File: config.mk
export PLATFORM = sky130hd
export DESIGN_NAME = cnis_top
export DESIGN_NICKNAME = d
export VERILOG_FILES = /design/src/core/cnis_pkg.sv /design/src/core/cnis_top.sv
export SDC_FILE = /design/constraint.sdc
export NUM_CORES = 1
export LEC_CHECK = 0
export ABC_AREA = 1
export BUFFER_PORTS_ARGS = -buffer_cell sky130_fd_sc_hd__buf_2
export CORE_ASPECT_RATIO = 1.5
export CORE_MARGIN = 2
export CORE_UTILIZATION = 52
export CTS_CLUSTER_DIAMETER = 100
export DETAILED_ROUTE_END_ITERATION = 6
export PLACE_DENSITY = 0.81
export RECOVER_POWER = 50
export SYNTH_ARGS = -nofsm -noshare
export SYNTH_HDL_FRONTEND = slang
export SYNTH_SLANG_ARGS = --single-unit
File: constraint.sdc
create_clock -name pclk -period 2.1 [get_ports pclk]
set_input_delay 0.525 -clock pclk [delete_from_list [all_inputs] [get_ports pclk]]
set_output_delay 0.525 -clock pclk [all_outputs]
set_load 0.005 [all_outputs]
File: src/core/cnis_pkg.sv
// Package for the CAN node index selector: register map, field layouts and types
package cnis_pkg;
  // Register byte offsets
  localparam logic [7:0] CNIS_OFF_CTRL = 8'h00;
  localparam logic [7:0] CNIS_OFF_SWID = 8'h04;
  localparam logic [7:0] CNIS_OFF_ID = 8'h08;
  localparam logic [7:0] CNIS_OFF_STAT = 8'h0c;
  localparam logic [7:0] CNIS_OFF_IRQ = 8'h10;
  localparam logic [7:0] CNIS_OFF_MASK = 8'h14;
  localparam logic [7:0] CNIS_OFF_TMO = 8'h18;
  // CTRL fields: [0] software mode, [2:1] strap width code
  localparam int CNIS_CTRL_SW_BIT = 0;
  localparam int CNIS_CTRL_WID_LSB = 1;
  // Strap width codes
  localparam logic [1:0] CNIS_WID_2 = 2'h0;
  localparam logic [1:0] CNIS_WID_3 = 2'h1;
  localparam logic [1:0] CNIS_WID_4 = 2'h2;
  // Reset values
  localparam logic [6:0] CNIS_SWID_RST = 7'h01;
  localparam logic [1:0] CNIS_WID_RST = CNIS_WID_4;
  localparam logic [15:0] CNIS_TMO_RST = 16'h03e8;
  localparam logic [2:0] CNIS_IRQ_RST = 3'h0;
  // Event bits: [0] config fault, [1] primary failover, [2] link fault
  localparam int CNIS_EV_CFG = 0;
  localparam int CNIS_EV_FOVR = 1;
  localparam int CNIS_EV_LINK = 2;
  // Power-up sampling settle time and derived cycle count
  localparam int CNIS_SETTLE_NS = 100;
  localparam int CNIS_CLK_NS = 10;
  localparam logic [3:0] CNIS_SETTLE_CYC = 4'((CNIS_SETTLE_NS + CNIS_CLK_NS - 1) / CNIS_CLK_NS);

  // Loader states, Gray coded along the path
  typedef enum logic [1:0] {
    CNIS_ST_WAIT = 2'b00,
    CNIS_ST_LATCH = 2'b01,
    CNIS_ST_RUN = 2'b11
  } cnis_state_e;

  // Configuration copied at power-up
  typedef struct packed {
    logic sw_mode;
    logic [1:0] width;
    logic [6:0] sw_id;
  } cnis_cfg_s;

  // One received message word with its valid
  typedef struct packed {
    logic valid;
    logic [31:0] data;
  } cnis_msg_s;
endpackage

File: src/core/cnis_top.sv
// CAN node index selector with paired-unit message source failover
`timescale 1ns/1ps
`default_nettype none

// How it works
// - Straps sampled once at power-up only
// - Raw open/closed level, polarity ignored
// - Identity settings apply only if written in the settle window
// - Two, three or four strap widths
// - Two-input: straps 5,4 give 1..3
// - Three-input: straps 5,4,3 give 1..7
// - Four-input: straps 5,4,2,1 give 1..15
// - Software mode uses stored node identity
// - Mode resets to variant default, overridable
// - Invalid strap code keeps node off network
// - Relay direct traffic to mate over link
// - Act on network 1 while healthy
// - Switch to network 2 on fault
// - Relay over remaining link if one fails
// - Fault means no traffic within timeout
module cnis_top import cnis_pkg::*; #(
  parameter logic CNIS_SW_DEFAULT = 1'b0
) (
  // Clock and reset
  input wire logic pclk,
  input wire logic presetn,
  // APB slave
  input wire logic psel,
  input wire logic penable,
  input wire logic pwrite,
  input wire logic [7:0] paddr,
  input wire logic [31:0] pwdata,
  output logic [31:0] prdata,
  output logic pready,
  output logic pslverr,
  // Raw strap inputs, bit n-1 is strap n, high means closed
  input wire logic [4:0] strap_closed,
  // Direct network message stream and mate stream
  input wire cnis_msg_s net_rx,
  input wire cnis_msg_s mate_rx0,
  input wire cnis_msg_s mate_rx1,
  // Strap for which network this unit is directly on: 0 primary
  input wire logic on_secondary,
  // Internal link health, one per link
  input wire logic [1:0] link_ok,
  // Relay to mate on both links
  output cnis_msg_s relay_tx0,
  output cnis_msg_s relay_tx1,
  // Selected message stream
  output cnis_msg_s sel_msg,
  // Node identity
  output logic [6:0] node_id,
  output logic node_en,
  // Interrupt
  output logic irq
);

  // Function decodes straps per configured width
  function automatic logic [3:0] strap_index(input logic [1:0] wid, input logic [4:0] s);
    logic [3:0] idx;
    idx = 4'h0;
    case (wid)
      CNIS_WID_2: idx = {2'b00, s[4], s[3]};
      CNIS_WID_3: idx = {1'b0, s[4], s[3], s[2]};
      CNIS_WID_4: idx = {s[4], s[3], s[1], s[0]};
      default: idx = 4'h0;
    endcase
    return idx;
  endfunction

  // Software-visible registers
  logic ctrl_sw;
  logic [1:0] ctrl_wid;
  logic [6:0] swid;
  logic [2:0] irq_stat;
  logic [2:0] irq_mask;
  logic [15:0] tmo;
  // Running state
  cnis_state_e state;
  cnis_state_e next_state;
  logic [3:0] settle;
  cnis_cfg_s run_cfg;
  logic cfg_fault;
  logic use_secondary;
  logic [15:0] pri_cnt;
  logic [15:0] sec_cnt;

  // APB decode
  wire apb_setup = psel & ~penable;
  wire apb_wr = psel & penable & pwrite;
  wire hit_ctrl = paddr == CNIS_OFF_CTRL;
  wire hit_swid = paddr == CNIS_OFF_SWID;
  wire hit_id = paddr == CNIS_OFF_ID;
  wire hit_stat = paddr == CNIS_OFF_STAT;
  wire hit_irq = paddr == CNIS_OFF_IRQ;
  wire hit_mask = paddr == CNIS_OFF_MASK;
  wire hit_tmo = paddr == CNIS_OFF_TMO;
  wire hit_any = hit_ctrl | hit_swid | hit_id | hit_stat | hit_irq | hit_mask | hit_tmo;
  wire [31:0] rd_mux = hit_ctrl ? {29'h0, ctrl_wid, ctrl_sw} :
                       hit_swid ? {25'h0, swid} :
                       hit_id ? {24'h0, node_en, node_id} :
                       hit_stat ? {28'h0, link_ok, use_secondary, cfg_fault} :
                       hit_irq ? {29'h0, irq_stat} :
                       hit_mask ? {29'h0, irq_mask} :
                       hit_tmo ? {16'h0, tmo} : 32'h0;

  // Strap decode at latch time, raw level only
  wire [3:0] strap_idx = strap_index(run_cfg.width, strap_closed);
  wire strap_bad = strap_idx == 4'h0;
  wire [6:0] next_id = run_cfg.sw_mode ? run_cfg.sw_id : {3'h0, strap_idx};
  wire next_en = run_cfg.sw_mode ? (run_cfg.sw_id != 7'h0) : ~strap_bad;

  // Streams: from network 1 and network 2, whichever path brought them
  wire [1:0] mate_ok = link_ok & {mate_rx1.valid, mate_rx0.valid};
  wire cnis_msg_s mate_msg = mate_ok[0] ? mate_rx0 : mate_rx1;
  wire cnis_msg_s mate_sel = '{valid: |mate_ok, data: mate_msg.data};
  wire cnis_msg_s pri_msg = on_secondary ? mate_sel : net_rx;
  wire cnis_msg_s sec_msg = on_secondary ? net_rx : mate_sel;
  wire pri_lost = pri_cnt >= tmo;
  wire sec_lost = sec_cnt >= tmo;
  wire ev_fovr = ~use_secondary & pri_lost & ~sec_lost & (state == CNIS_ST_RUN);
  wire ev_link = (state == CNIS_ST_RUN) & (link_ok != 2'b11);
  wire ev_cfg = (state == CNIS_ST_LATCH) & ~next_en;

  // Loader sequence: settle, latch, then run for good
  always_comb begin
    next_state = state;
    case (state)
      CNIS_ST_WAIT: if (settle == CNIS_SETTLE_CYC) next_state = CNIS_ST_LATCH;
      CNIS_ST_LATCH: next_state = CNIS_ST_RUN;
      CNIS_ST_RUN: next_state = CNIS_ST_RUN;
      default: next_state = CNIS_ST_WAIT;
    endcase
  end

  // Loader state and settle counter
  always_ff @(posedge pclk or negedge presetn) begin
    if (!presetn) begin
      state <= CNIS_ST_WAIT;
      settle <= 4'h0;
    end else begin
      state <= next_state;
      if (state == CNIS_ST_WAIT) settle <= settle + 4'h1;
    end
  end

  // Configuration copied every settle cycle and frozen at latch; later writes are lost at the next reset
  always_ff @(posedge pclk or negedge presetn) begin
    if (!presetn) begin
      run_cfg <= '0;
    end else if (state == CNIS_ST_WAIT) begin
      run_cfg <= '{sw_mode: ctrl_sw, width: ctrl_wid, sw_id: swid};
    end
  end

  // Identity latched once and held until reset
  always_ff @(posedge pclk or negedge presetn) begin
    if (!presetn) begin
      node_id <= 7'h0;
      node_en <= 1'b0;
      cfg_fault <= 1'b0;
    end else if (state == CNIS_ST_LATCH) begin
      node_id <= next_en ? next_id : 7'h0;
      node_en <= next_en;
      cfg_fault <= ~next_en;
    end
  end

  // Silence counters per stream
  always_ff @(posedge pclk or negedge presetn) begin
    if (!presetn) begin
      pri_cnt <= 16'h0;
      sec_cnt <= 16'h0;
    end else begin
      pri_cnt <= pri_msg.valid ? 16'h0 : (pri_lost ? pri_cnt : pri_cnt + 16'h1);
      sec_cnt <= sec_msg.valid ? 16'h0 : (sec_lost ? sec_cnt : sec_cnt + 16'h1);
    end
  end

  // Source select is sticky: no flapping back once failed over
  always_ff @(posedge pclk or negedge presetn) begin
    if (!presetn) begin
      use_secondary <= 1'b0;
    end else if (ev_fovr) begin
      use_secondary <= 1'b1;
    end
  end

  // Relay and selected stream; held off network until identity is good
  always_ff @(posedge pclk or negedge presetn) begin
    if (!presetn) begin
      relay_tx0 <= '0;
      relay_tx1 <= '0;
      sel_msg <= '0;
    end else begin
      relay_tx0 <= node_en ? net_rx : '0;
      relay_tx1 <= node_en ? net_rx : '0;
      sel_msg <= node_en ? (use_secondary ? sec_msg : pri_msg) : '0;
    end
  end

  // Control registers; mode default follows the variant parameter
  always_ff @(posedge pclk or negedge presetn) begin
    if (!presetn) begin
      ctrl_sw <= CNIS_SW_DEFAULT;
      ctrl_wid <= CNIS_WID_RST;
      swid <= CNIS_SWID_RST;
      irq_mask <= CNIS_IRQ_RST;
      tmo <= CNIS_TMO_RST;
    end else if (apb_wr) begin
      if (hit_ctrl) begin
        ctrl_sw <= pwdata[CNIS_CTRL_SW_BIT];
        ctrl_wid <= pwdata[CNIS_CTRL_WID_LSB +: 2];
      end
      if (hit_swid) swid <= pwdata[6:0];
      if (hit_mask) irq_mask <= pwdata[2:0];
      if (hit_tmo) tmo <= pwdata[15:0];
    end
  end

  // Sticky events; a new event wins over a write-one clear
  always_ff @(posedge pclk or negedge presetn) begin
    if (!presetn) begin
      irq_stat <= CNIS_IRQ_RST;
    end else begin
      irq_stat <= (irq_stat & ~((apb_wr & hit_irq) ? pwdata[2:0] : 3'h0))
                  | {ev_link, ev_fovr, ev_cfg};
    end
  end

  // Interrupt output from flops
  always_ff @(posedge pclk or negedge presetn) begin
    if (!presetn) begin
      irq <= 1'b0;
    end else begin
      irq <= |(irq_stat & irq_mask);
    end
  end

  // APB answer: no wait state, ready in the access cycle
  always_ff @(posedge pclk or negedge presetn) begin
    if (!presetn) begin
      pready <= 1'b0;
      pslverr <= 1'b0;
      prdata <= 32'h0;
    end else begin
      pready <= apb_setup;
      pslverr <= apb_setup & ~hit_any;
      prdata <= (apb_setup & ~pwrite) ? rd_mux : 32'h0;
    end
  end

  // Loader and identity checks
  a_id_stable: assert property (@(posedge pclk) disable iff (!presetn)
    (state == CNIS_ST_RUN && $past(state) == CNIS_ST_RUN) |-> $stable(node_id))
    else $error("node id changed after latch");
  a_strap_ignored: assert property (@(posedge pclk) disable iff (!presetn)
    (state == CNIS_ST_RUN) ##1 (state == CNIS_ST_RUN) |-> $stable(node_en))
    else $error("enable changed while running");
  a_latch_once: assert property (@(posedge pclk) disable iff (!presetn)
    (state == CNIS_ST_LATCH) |=> (state == CNIS_ST_RUN))
    else $error("loader did not move on to run");
  a_cfg_frozen: assert property (@(posedge pclk) disable iff (!presetn)
    (state == CNIS_ST_RUN) |=> $stable(run_cfg))
    else $error("configuration copy moved while running");
  a_bad_off: assert property (@(posedge pclk) disable iff (!presetn)
    cfg_fault |-> !node_en && node_id == 7'h0)
    else $error("invalid strap kept on network");
  a_en_has_id: assert property (@(posedge pclk) disable iff (!presetn)
    node_en |-> node_id != 7'h0)
    else $error("enabled without an identity");
  a_latch_fault: assert property (@(posedge pclk) disable iff (!presetn)
    (state == CNIS_ST_LATCH && !run_cfg.sw_mode && strap_bad) |=> cfg_fault && !node_en)
    else $error("bad strap not faulted");
  a_hw_index: assert property (@(posedge pclk) disable iff (!presetn)
    (state == CNIS_ST_LATCH && !run_cfg.sw_mode && !strap_bad)
      |=> node_id == {3'h0, $past(strap_idx)})
    else $error("strap index mismatch");
  a_hw_range: assert property (@(posedge pclk) disable iff (!presetn)
    (node_en && !run_cfg.sw_mode) |-> node_id <= 7'h0f)
    else $error("strap index out of range");
  a_sw_index: assert property (@(posedge pclk) disable iff (!presetn)
    (state == CNIS_ST_LATCH && run_cfg.sw_mode && run_cfg.sw_id != 7'h0)
      |=> node_id == $past(run_cfg.sw_id))
    else $error("software id not used");
  // Stream checks
  a_failover: assert property (@(posedge pclk) disable iff (!presetn)
    ev_fovr |=> use_secondary)
    else $error("no switch to network 2");
  a_sec_sticky: assert property (@(posedge pclk) disable iff (!presetn)
    use_secondary |=> use_secondary)
    else $error("source fell back before reset");
  a_primary_hold: assert property (@(posedge pclk) disable iff (!presetn)
    (!use_secondary && !pri_lost) |=> !use_secondary)
    else $error("left primary while healthy");
  a_relay_path: assert property (@(posedge pclk) disable iff (!presetn)
    (node_en && net_rx.valid) |=> relay_tx0.valid && relay_tx1.valid)
    else $error("direct traffic not relayed");
  a_relay_off: assert property (@(posedge pclk) disable iff (!presetn)
    !node_en |=> (relay_tx0 == '0) && (relay_tx1 == '0))
    else $error("relay active without identity");
  a_sel_off: assert property (@(posedge pclk) disable iff (!presetn)
    !node_en |=> sel_msg == '0)
    else $error("stream passed without identity");
  a_sel_follow: assert property (@(posedge pclk) disable iff (!presetn)
    (node_en && use_secondary && sec_msg.valid) |=> sel_msg.valid)
    else $error("secondary stream not selected");
  a_mate_backup: assert property (@(posedge pclk) disable iff (!presetn)
    (node_en && use_secondary && !on_secondary && link_ok == 2'b10 && mate_rx1.valid)
      |=> sel_msg.valid)
    else $error("remaining link not used");
  // Bus and interrupt checks
  a_ready_setup: assert property (@(posedge pclk) disable iff (!presetn)
    (psel && !penable) |=> pready)
    else $error("no ready in access cycle");
  a_ready_pulse: assert property (@(posedge pclk) disable iff (!presetn)
    pready |=> !pready)
    else $error("ready held too long");
  a_slverr_ready: assert property (@(posedge pclk) disable iff (!presetn)
    pslverr |-> pready)
    else $error("error without ready");
  a_rdata_idle: assert property (@(posedge pclk) disable iff (!presetn)
    !pready |-> prdata == 32'h0)
    else $error("read data outside access");
  a_fovr_flag: assert property (@(posedge pclk) disable iff (!presetn)
    ev_fovr |=> irq_stat[CNIS_EV_FOVR])
    else $error("failover not flagged");
  a_w1c_clear: assert property (@(posedge pclk) disable iff (!presetn)
    (apb_wr && hit_irq && pwdata[CNIS_EV_FOVR] && !ev_fovr) |=> !irq_stat[CNIS_EV_FOVR])
    else $error("write one did not clear");
  a_irq_level: assert property (@(posedge pclk) disable iff (!presetn)
    |(irq_stat & irq_mask) |=> irq)
    else $error("interrupt not raised");
  a_irq_drop: assert property (@(posedge pclk) disable iff (!presetn)
    !(|(irq_stat & irq_mask)) |=> !irq)
    else $error("interrupt without cause");
  // Scenario covers
  c_hw_ok: cover property (@(posedge pclk) disable iff (!presetn)
    state == CNIS_ST_LATCH && !run_cfg.sw_mode && !strap_bad);
  c_bad: cover property (@(posedge pclk) disable iff (!presetn) ev_cfg);
  c_fovr: cover property (@(posedge pclk) disable iff (!presetn) ev_fovr);
  c_one_link: cover property (@(posedge pclk) disable iff (!presetn)
    node_en && link_ok == 2'b10 && mate_rx1.valid);
  c_sec_unit: cover property (@(posedge pclk) disable iff (!presetn)
    node_en && on_secondary && use_secondary);

endmodule
`default_nettype wire

# ---- Yosys cells after proc, flatten, opt, wreduce, memory -nomap -nowiden
# Index checks and enable logic that the tools add are counted.
dict set report op_classes {
  order_cmp 2
  n_addsub 3
  n_eq_ne 15
  bitwise 29
  mux 25
  reduce_logical 12
}
# cell count
set ops {}
lappend ops {{2-to-1 mux 16 bit} 12}
lappend ops {{2-to-1 mux 33 bit} 5}
lappend ops {{adder 16 x 1 -> 16 bit (second input constant)} 2}
lappend ops {{greater-or-equal comparator 16 bit} 2}
lappend ops {{2-to-1 mux 32 bit} 1}
lappend ops {{equality test 8 x 5 -> 1 bit (second input constant)} 3}
lappend ops {{equality test 8 x 4 -> 1 bit (second input constant)} 2}
lappend ops {{2-to-1 mux 7 bit} 2}
lappend ops {{case mux 4 bit (3 select lines)} 1}
lappend ops {{bitwise AND 1 bit} 11}
lappend ops {{equality test 8 x 3 -> 1 bit (second input constant)} 1}
lappend ops {{logical NOT 8 bit} 1}
lappend ops {{!= test 2 bit (second input constant)} 4}
lappend ops {{AND reduction 2 bit} 4}
lappend ops {{inverter 1 bit} 7}
lappend ops {{nonzero test 7 bit} 1}
lappend ops {{bitwise AND 3 bit} 2}
lappend ops {{bitwise OR 1 bit} 6}
lappend ops {{adder 4 x 1 -> 4 bit (second input constant)} 1}
lappend ops {{equality test 2 x 1 -> 1 bit (second input constant)} 2}
lappend ops {{equality test 2 bit (second input constant)} 2}
lappend ops {{equality test 4 bit (second input constant)} 1}
lappend ops {{logical NOT 2 bit} 2}
lappend ops {{logical NOT 4 bit} 1}
lappend ops {{other kinds (9)} 10}
dict set report word_totals {
  wordCells 111
  ff_bits 175
  input_bits 152
  out_inout_bits 142
}

# ---- Longest topological paths before layout
dict set report depth {
  word_depth 9
  ltp_mapped 15
  depth_no_buf 14
}

# ---- Worst setup path after synthesis
# OpenSTA, ideal clock, no wires.
dict set report synth_path {
  path_kind {register -> register}
  from {reg tmo[9]}
  to {reg pri_cnt[5]}
  required_time_ns 1.983
  n_path_buf 1
  synth_period_minus_slack_ns 1.803
  stages_incl_launch_ff 10
  setup_time_ns 0.117
  path_slack_ns 0.297
  arrival_ns 1.687
  cell_sequence {dfstp_2 > inv_1 > ha_1 > a21oi_1 > o21ai_1 > a21oi_2 > nand3_2 > buf_4 > nand3_1 > nand2_1}
}
dict set report synth_between {
  elab_chain_cells 2
}
# item line
set synth_lines {}
lappend synth_lines {{start, declared} cnis_top.sv:77} ;# logic [15:0] tmo;
lappend synth_lines {{start signal, assigned} cnis_top.sv:217} ;# if (hit_tmo) tmo <= pwdata[15:0];
lappend synth_lines {{greater-or-equal comparator 16 bit} cnis_top.sv:119} ;# wire pri_lost = pri_cnt >= tmo;
lappend synth_lines {{!= test 2 bit (no line)} n/a}
lappend synth_lines {{end signal, assigned} cnis_top.sv:175} ;# pri_cnt <= pri_msg.valid ? 16'h0 : (pri_lost ? pri_cnt : pri_cnt + 16'h1);
lappend synth_lines {{end, declared} cnis_top.sv:85} ;# logic [15:0] pri_cnt;
# No other way between the ends.
# A chain may end at the register's enable or synchronous reset.

# ---- Worst setup path after layout
dict set report layout_path {
  from {reg tmo[9]}
  to {reg pri_cnt[12]}
}
# The elaborated chain is that of the path after synthesis.

==> impl_metrics.tcl <==
set metrics [dict create \
    fillers 1454 \
    cp.depth 9 \
    dp.cells 1530 \
    rsz0062_at_grt "yes" \
    gp_routability_congestion 0.9594 \
    grt_max_degree 67 \
    worstPathRequired_ns 2.42 \
    yosys-top-cells-count "nand2_1, dfrtp_1, inv_1" \
    setup_viol 0 \
    start_util 0.5256 \
    remaining_drc_errors 0 \
    drive_gt1_frac 0.2942 \
    root_buffer "clkbuf_16" \
    num_rows 60 \
    cts-buffers-inserted 17 \
    cap_viol_max_count 0 \
    ios 294 \
    overflow 0 \
    hold_path.class "in2reg" \
    drt_wl_total_um 27010 \
    maxSlewViolCount 0 \
    cp.arrival_ns 2.34 \
    grt_pass1_wl_um 40970 \
    synthDistinctLibCells 43 \
    async_flop_share 1.000 \
    clock_power_share 0.426 \
    cts_tree "built" \
    slowest_delay_ns 0.52 \
    fp.coreArea_sq_mm 0.01779 \
    layout.area.seq_sq_mm 0.004390 \
    crit_family "simple AND/OR/NAND/NOR gates" \
    relSlewSlack 0.3712 \
    power.leakage_uw 0.006222 \
    die_y_um 168.2 \
    power_uw 7755 \
    hold_violations 0 \
    start_kind "flip-flop" \
    post-dp-hpwl_um 20560 \
    via_per_inst 5.401 \
    multi_input_area_sq_mm 0.004055 \
    ys_seq_elements 175 \
    path_cells "inv_1 -> ha_4 -> nand4_1 -> nor3_2 -> nand3_1 -> nand3_4 -> nand2_8 -> nand2_1 -> nand2_1" \
    io_buffers 261 \
    clock-sinks 175 \
    grt_use_total 0.2787 \
    p_int_uw 5498 \
    yosysSeqAreaShare 0.4694 \
    synth_edf_count 0 \
    clk_latency_ns 0.44 \
    status "finished, final reports clean" \
    clk_path_buf_depth 2 \
    tightest_slew_ns 0.9433 \
    cp_common_cell "nand2_1" \
    syn_avg_cell_area_sq_um 8.579 \
    finalClockSkew_ns 0.01635 \
    antenna_left 0 \
    htree_levels 4 \
    r2r_cells 9 \
    syn_to_final_growth_pct 21.88 \
    clk_pin_slew_ns 0.08 \
    first_global_vias 8033 \
    pwr-share-seq 0.463 \
    dr.pass1.iters 5 \
    min_period_over_period 0.9622 \
    swShare 0.2910 \
    criticalPathCategory "reg2reg" \
    fmax_ghz 0.4949 \
    path_buf_inv 1 \
    yosysTopAreaCell "dfrtp_1" \
    end_kind "flip-flop" \
    avgRoutedWirePerCell_um 17.27 \
    final_cells 1564 \
    powerDensity_mw_per_mm2 680.5 \
    period_minus_slack_ns 2.021 \
    drt_iter0_drc 634 \
    slowest_stage "dfstp_2" \
    synth_top_flop_cell "dfrtp_1" \
    netlist_instances 1090 \
    whs_path_depth 3 \
    peakVddDrop_mv 0.4904 \
    antenna_found_initial 2 \
    die_area_sq_mm 0.01909 \
    synth.top_cell.area_share 0.4469 \
    power.switching_uw 2257 \
    die-width_um 113.5 \
    nets 1521 \
    num_vias 8447 \
    critPathMaxFanout 16 \
    syn_area_sq_mm 0.009351 \
    combPwrFrac 0.111 \
    ys_warn_count 0 \
    synth_area_leaders "dfrtp_1, nand2_1, ha_1" \
    yosysMostFrequentCell "nand2_1" \
]
worst paths after layout:
check / startpoint / slack (ns) / end
max in group asynchronous: presetn / 0.34 / tmo[8]
min in group asynchronous: presetn / 0.70 / sel_msg[19]
worst min register to register: state[0] / 0.44 / state[1]
worst min-delay path: net_rx[10] / 0.29 / relay_tx1[10]
worst max-delay path: tmo[9] / 0.08 / pri_cnt[12]
worst max register to register: tmo[9] / 0.08 / pri_cnt[12]
metal layers:
metal  share of wire  up-vias  track usage
met5         0.00041        -            0
met4           0.049        2       0.1273
met3           0.090       84      0.07271
met2            0.49      446       0.4725
met1            0.37     3965       0.3303
li1                -     3950            -
power groups by stage:
stage	Sequential (uW)	Combinational [uW]	Clock (uW)
finish	3590	860	3310
global route	3600	953	3490
CTS	3590	867	3360
detailed placement	3650	862	0
global placement	3650	837	0
floorplan	3640	420	0
cell families after synthesis:
family,Yosys count,share of synthesized area
fa+ha+maj,36,0.04817
xor+xnor,26,0.02435
simple gates,452,0.2122
buf+inv,206,0.1108
compound gates,162,0.1005
mux,32,0.03425
other cells,1,0.0004010
flops,175,0.4694
final cells by class:
cell class / instances / area share
diodes: 1 / 0.0002196
clock buffers: 17 / 0.03733
clock inverters: 15 / 0.01767
inverters: 123 / 0.04073
multi-input cells: 724 / 0.3558
flip-flops and latches: 175 / 0.3852
well taps: 217 / 0.02382
repair buffers: 292 / 0.1392
placed cells by master (no fill, tap or decap), drive strengths merged:
master and n:
a31oi 1, o21bai 2, nor3b 2, a21oi 63
clkinv 6, conb 16, nor2 85, buf 283
dlygate4sd3 1, nor4 1, o22ai 3, nor3 22
a21o 1, dfrtp 167, nand4 8, mux2i 32
o211ai 3, nand2 253, clkbuf 25, xnor2 3
nand3 80, xor2 23, a22oi 1, and3 1
o21a 2, o21ai 81, inv 132, ha 36
diode 1, o221ai 5, dfstp 8
registers in the layout, summed over array words and instances, names as in the netlist:
signal,count
node_en,1
tmo,16
swid,7
pslverr,1
pready,1
run_cfg,10
irq_stat,3
sel_msg,33
prdata,16
settle,4
cfg_fault,1
ctrl_wid,2
irq,1
irq_mask,3
relay_tx1,33
use_secondary,1
state,2
ctrl_sw,1
node_id,7
pri_cnt,16
sec_cnt,16
timing repair:
action                                 4_1_cts  5_1_grt
setup endpoints to repair                    0       34
endpoints found under the hold margin       11        0
hold buffers                                 1        0
setup buffers                                0        0
gates resized for setup                      0       10
per-stage QoR:
| step | setup slack (ns) | setup TNS [ns] | instance area, sq um | hold WS, ns | utilization |
|---|---|---|---|---|---|
| global placement | 0.1218 | 0 | 10730 | 0.3600 | 0.6030 |
| floorplan | 0.2965 | 0 | 9408 | 0.2294 | - |
| detailed placement | 0.05625 | 0 | 10730 | 0.3603 | 0.6030 |
| finish | 0.07938 | 0 | 11400 | 0.2874 | 0.6406 |
| CTS | 0.002321 | 0 | 11360 | 0.2747 | 0.6387 |
| global route | -0.07632 | -0.9290 | 11400 | 0.2840 | 0.6406 |
worst register-to-register path, stage by stage, from the launching register on:
cell     delay (ns)
dfstp_2        0.52
inv_1          0.13
ha_4           0.31
nand4_1        0.15
nor3_2         0.22
nand3_1        0.15
nand3_4        0.16
nand2_8        0.13
nand2_1        0.09
nand2_1        0.05
(Power assumes the default switching activity.)
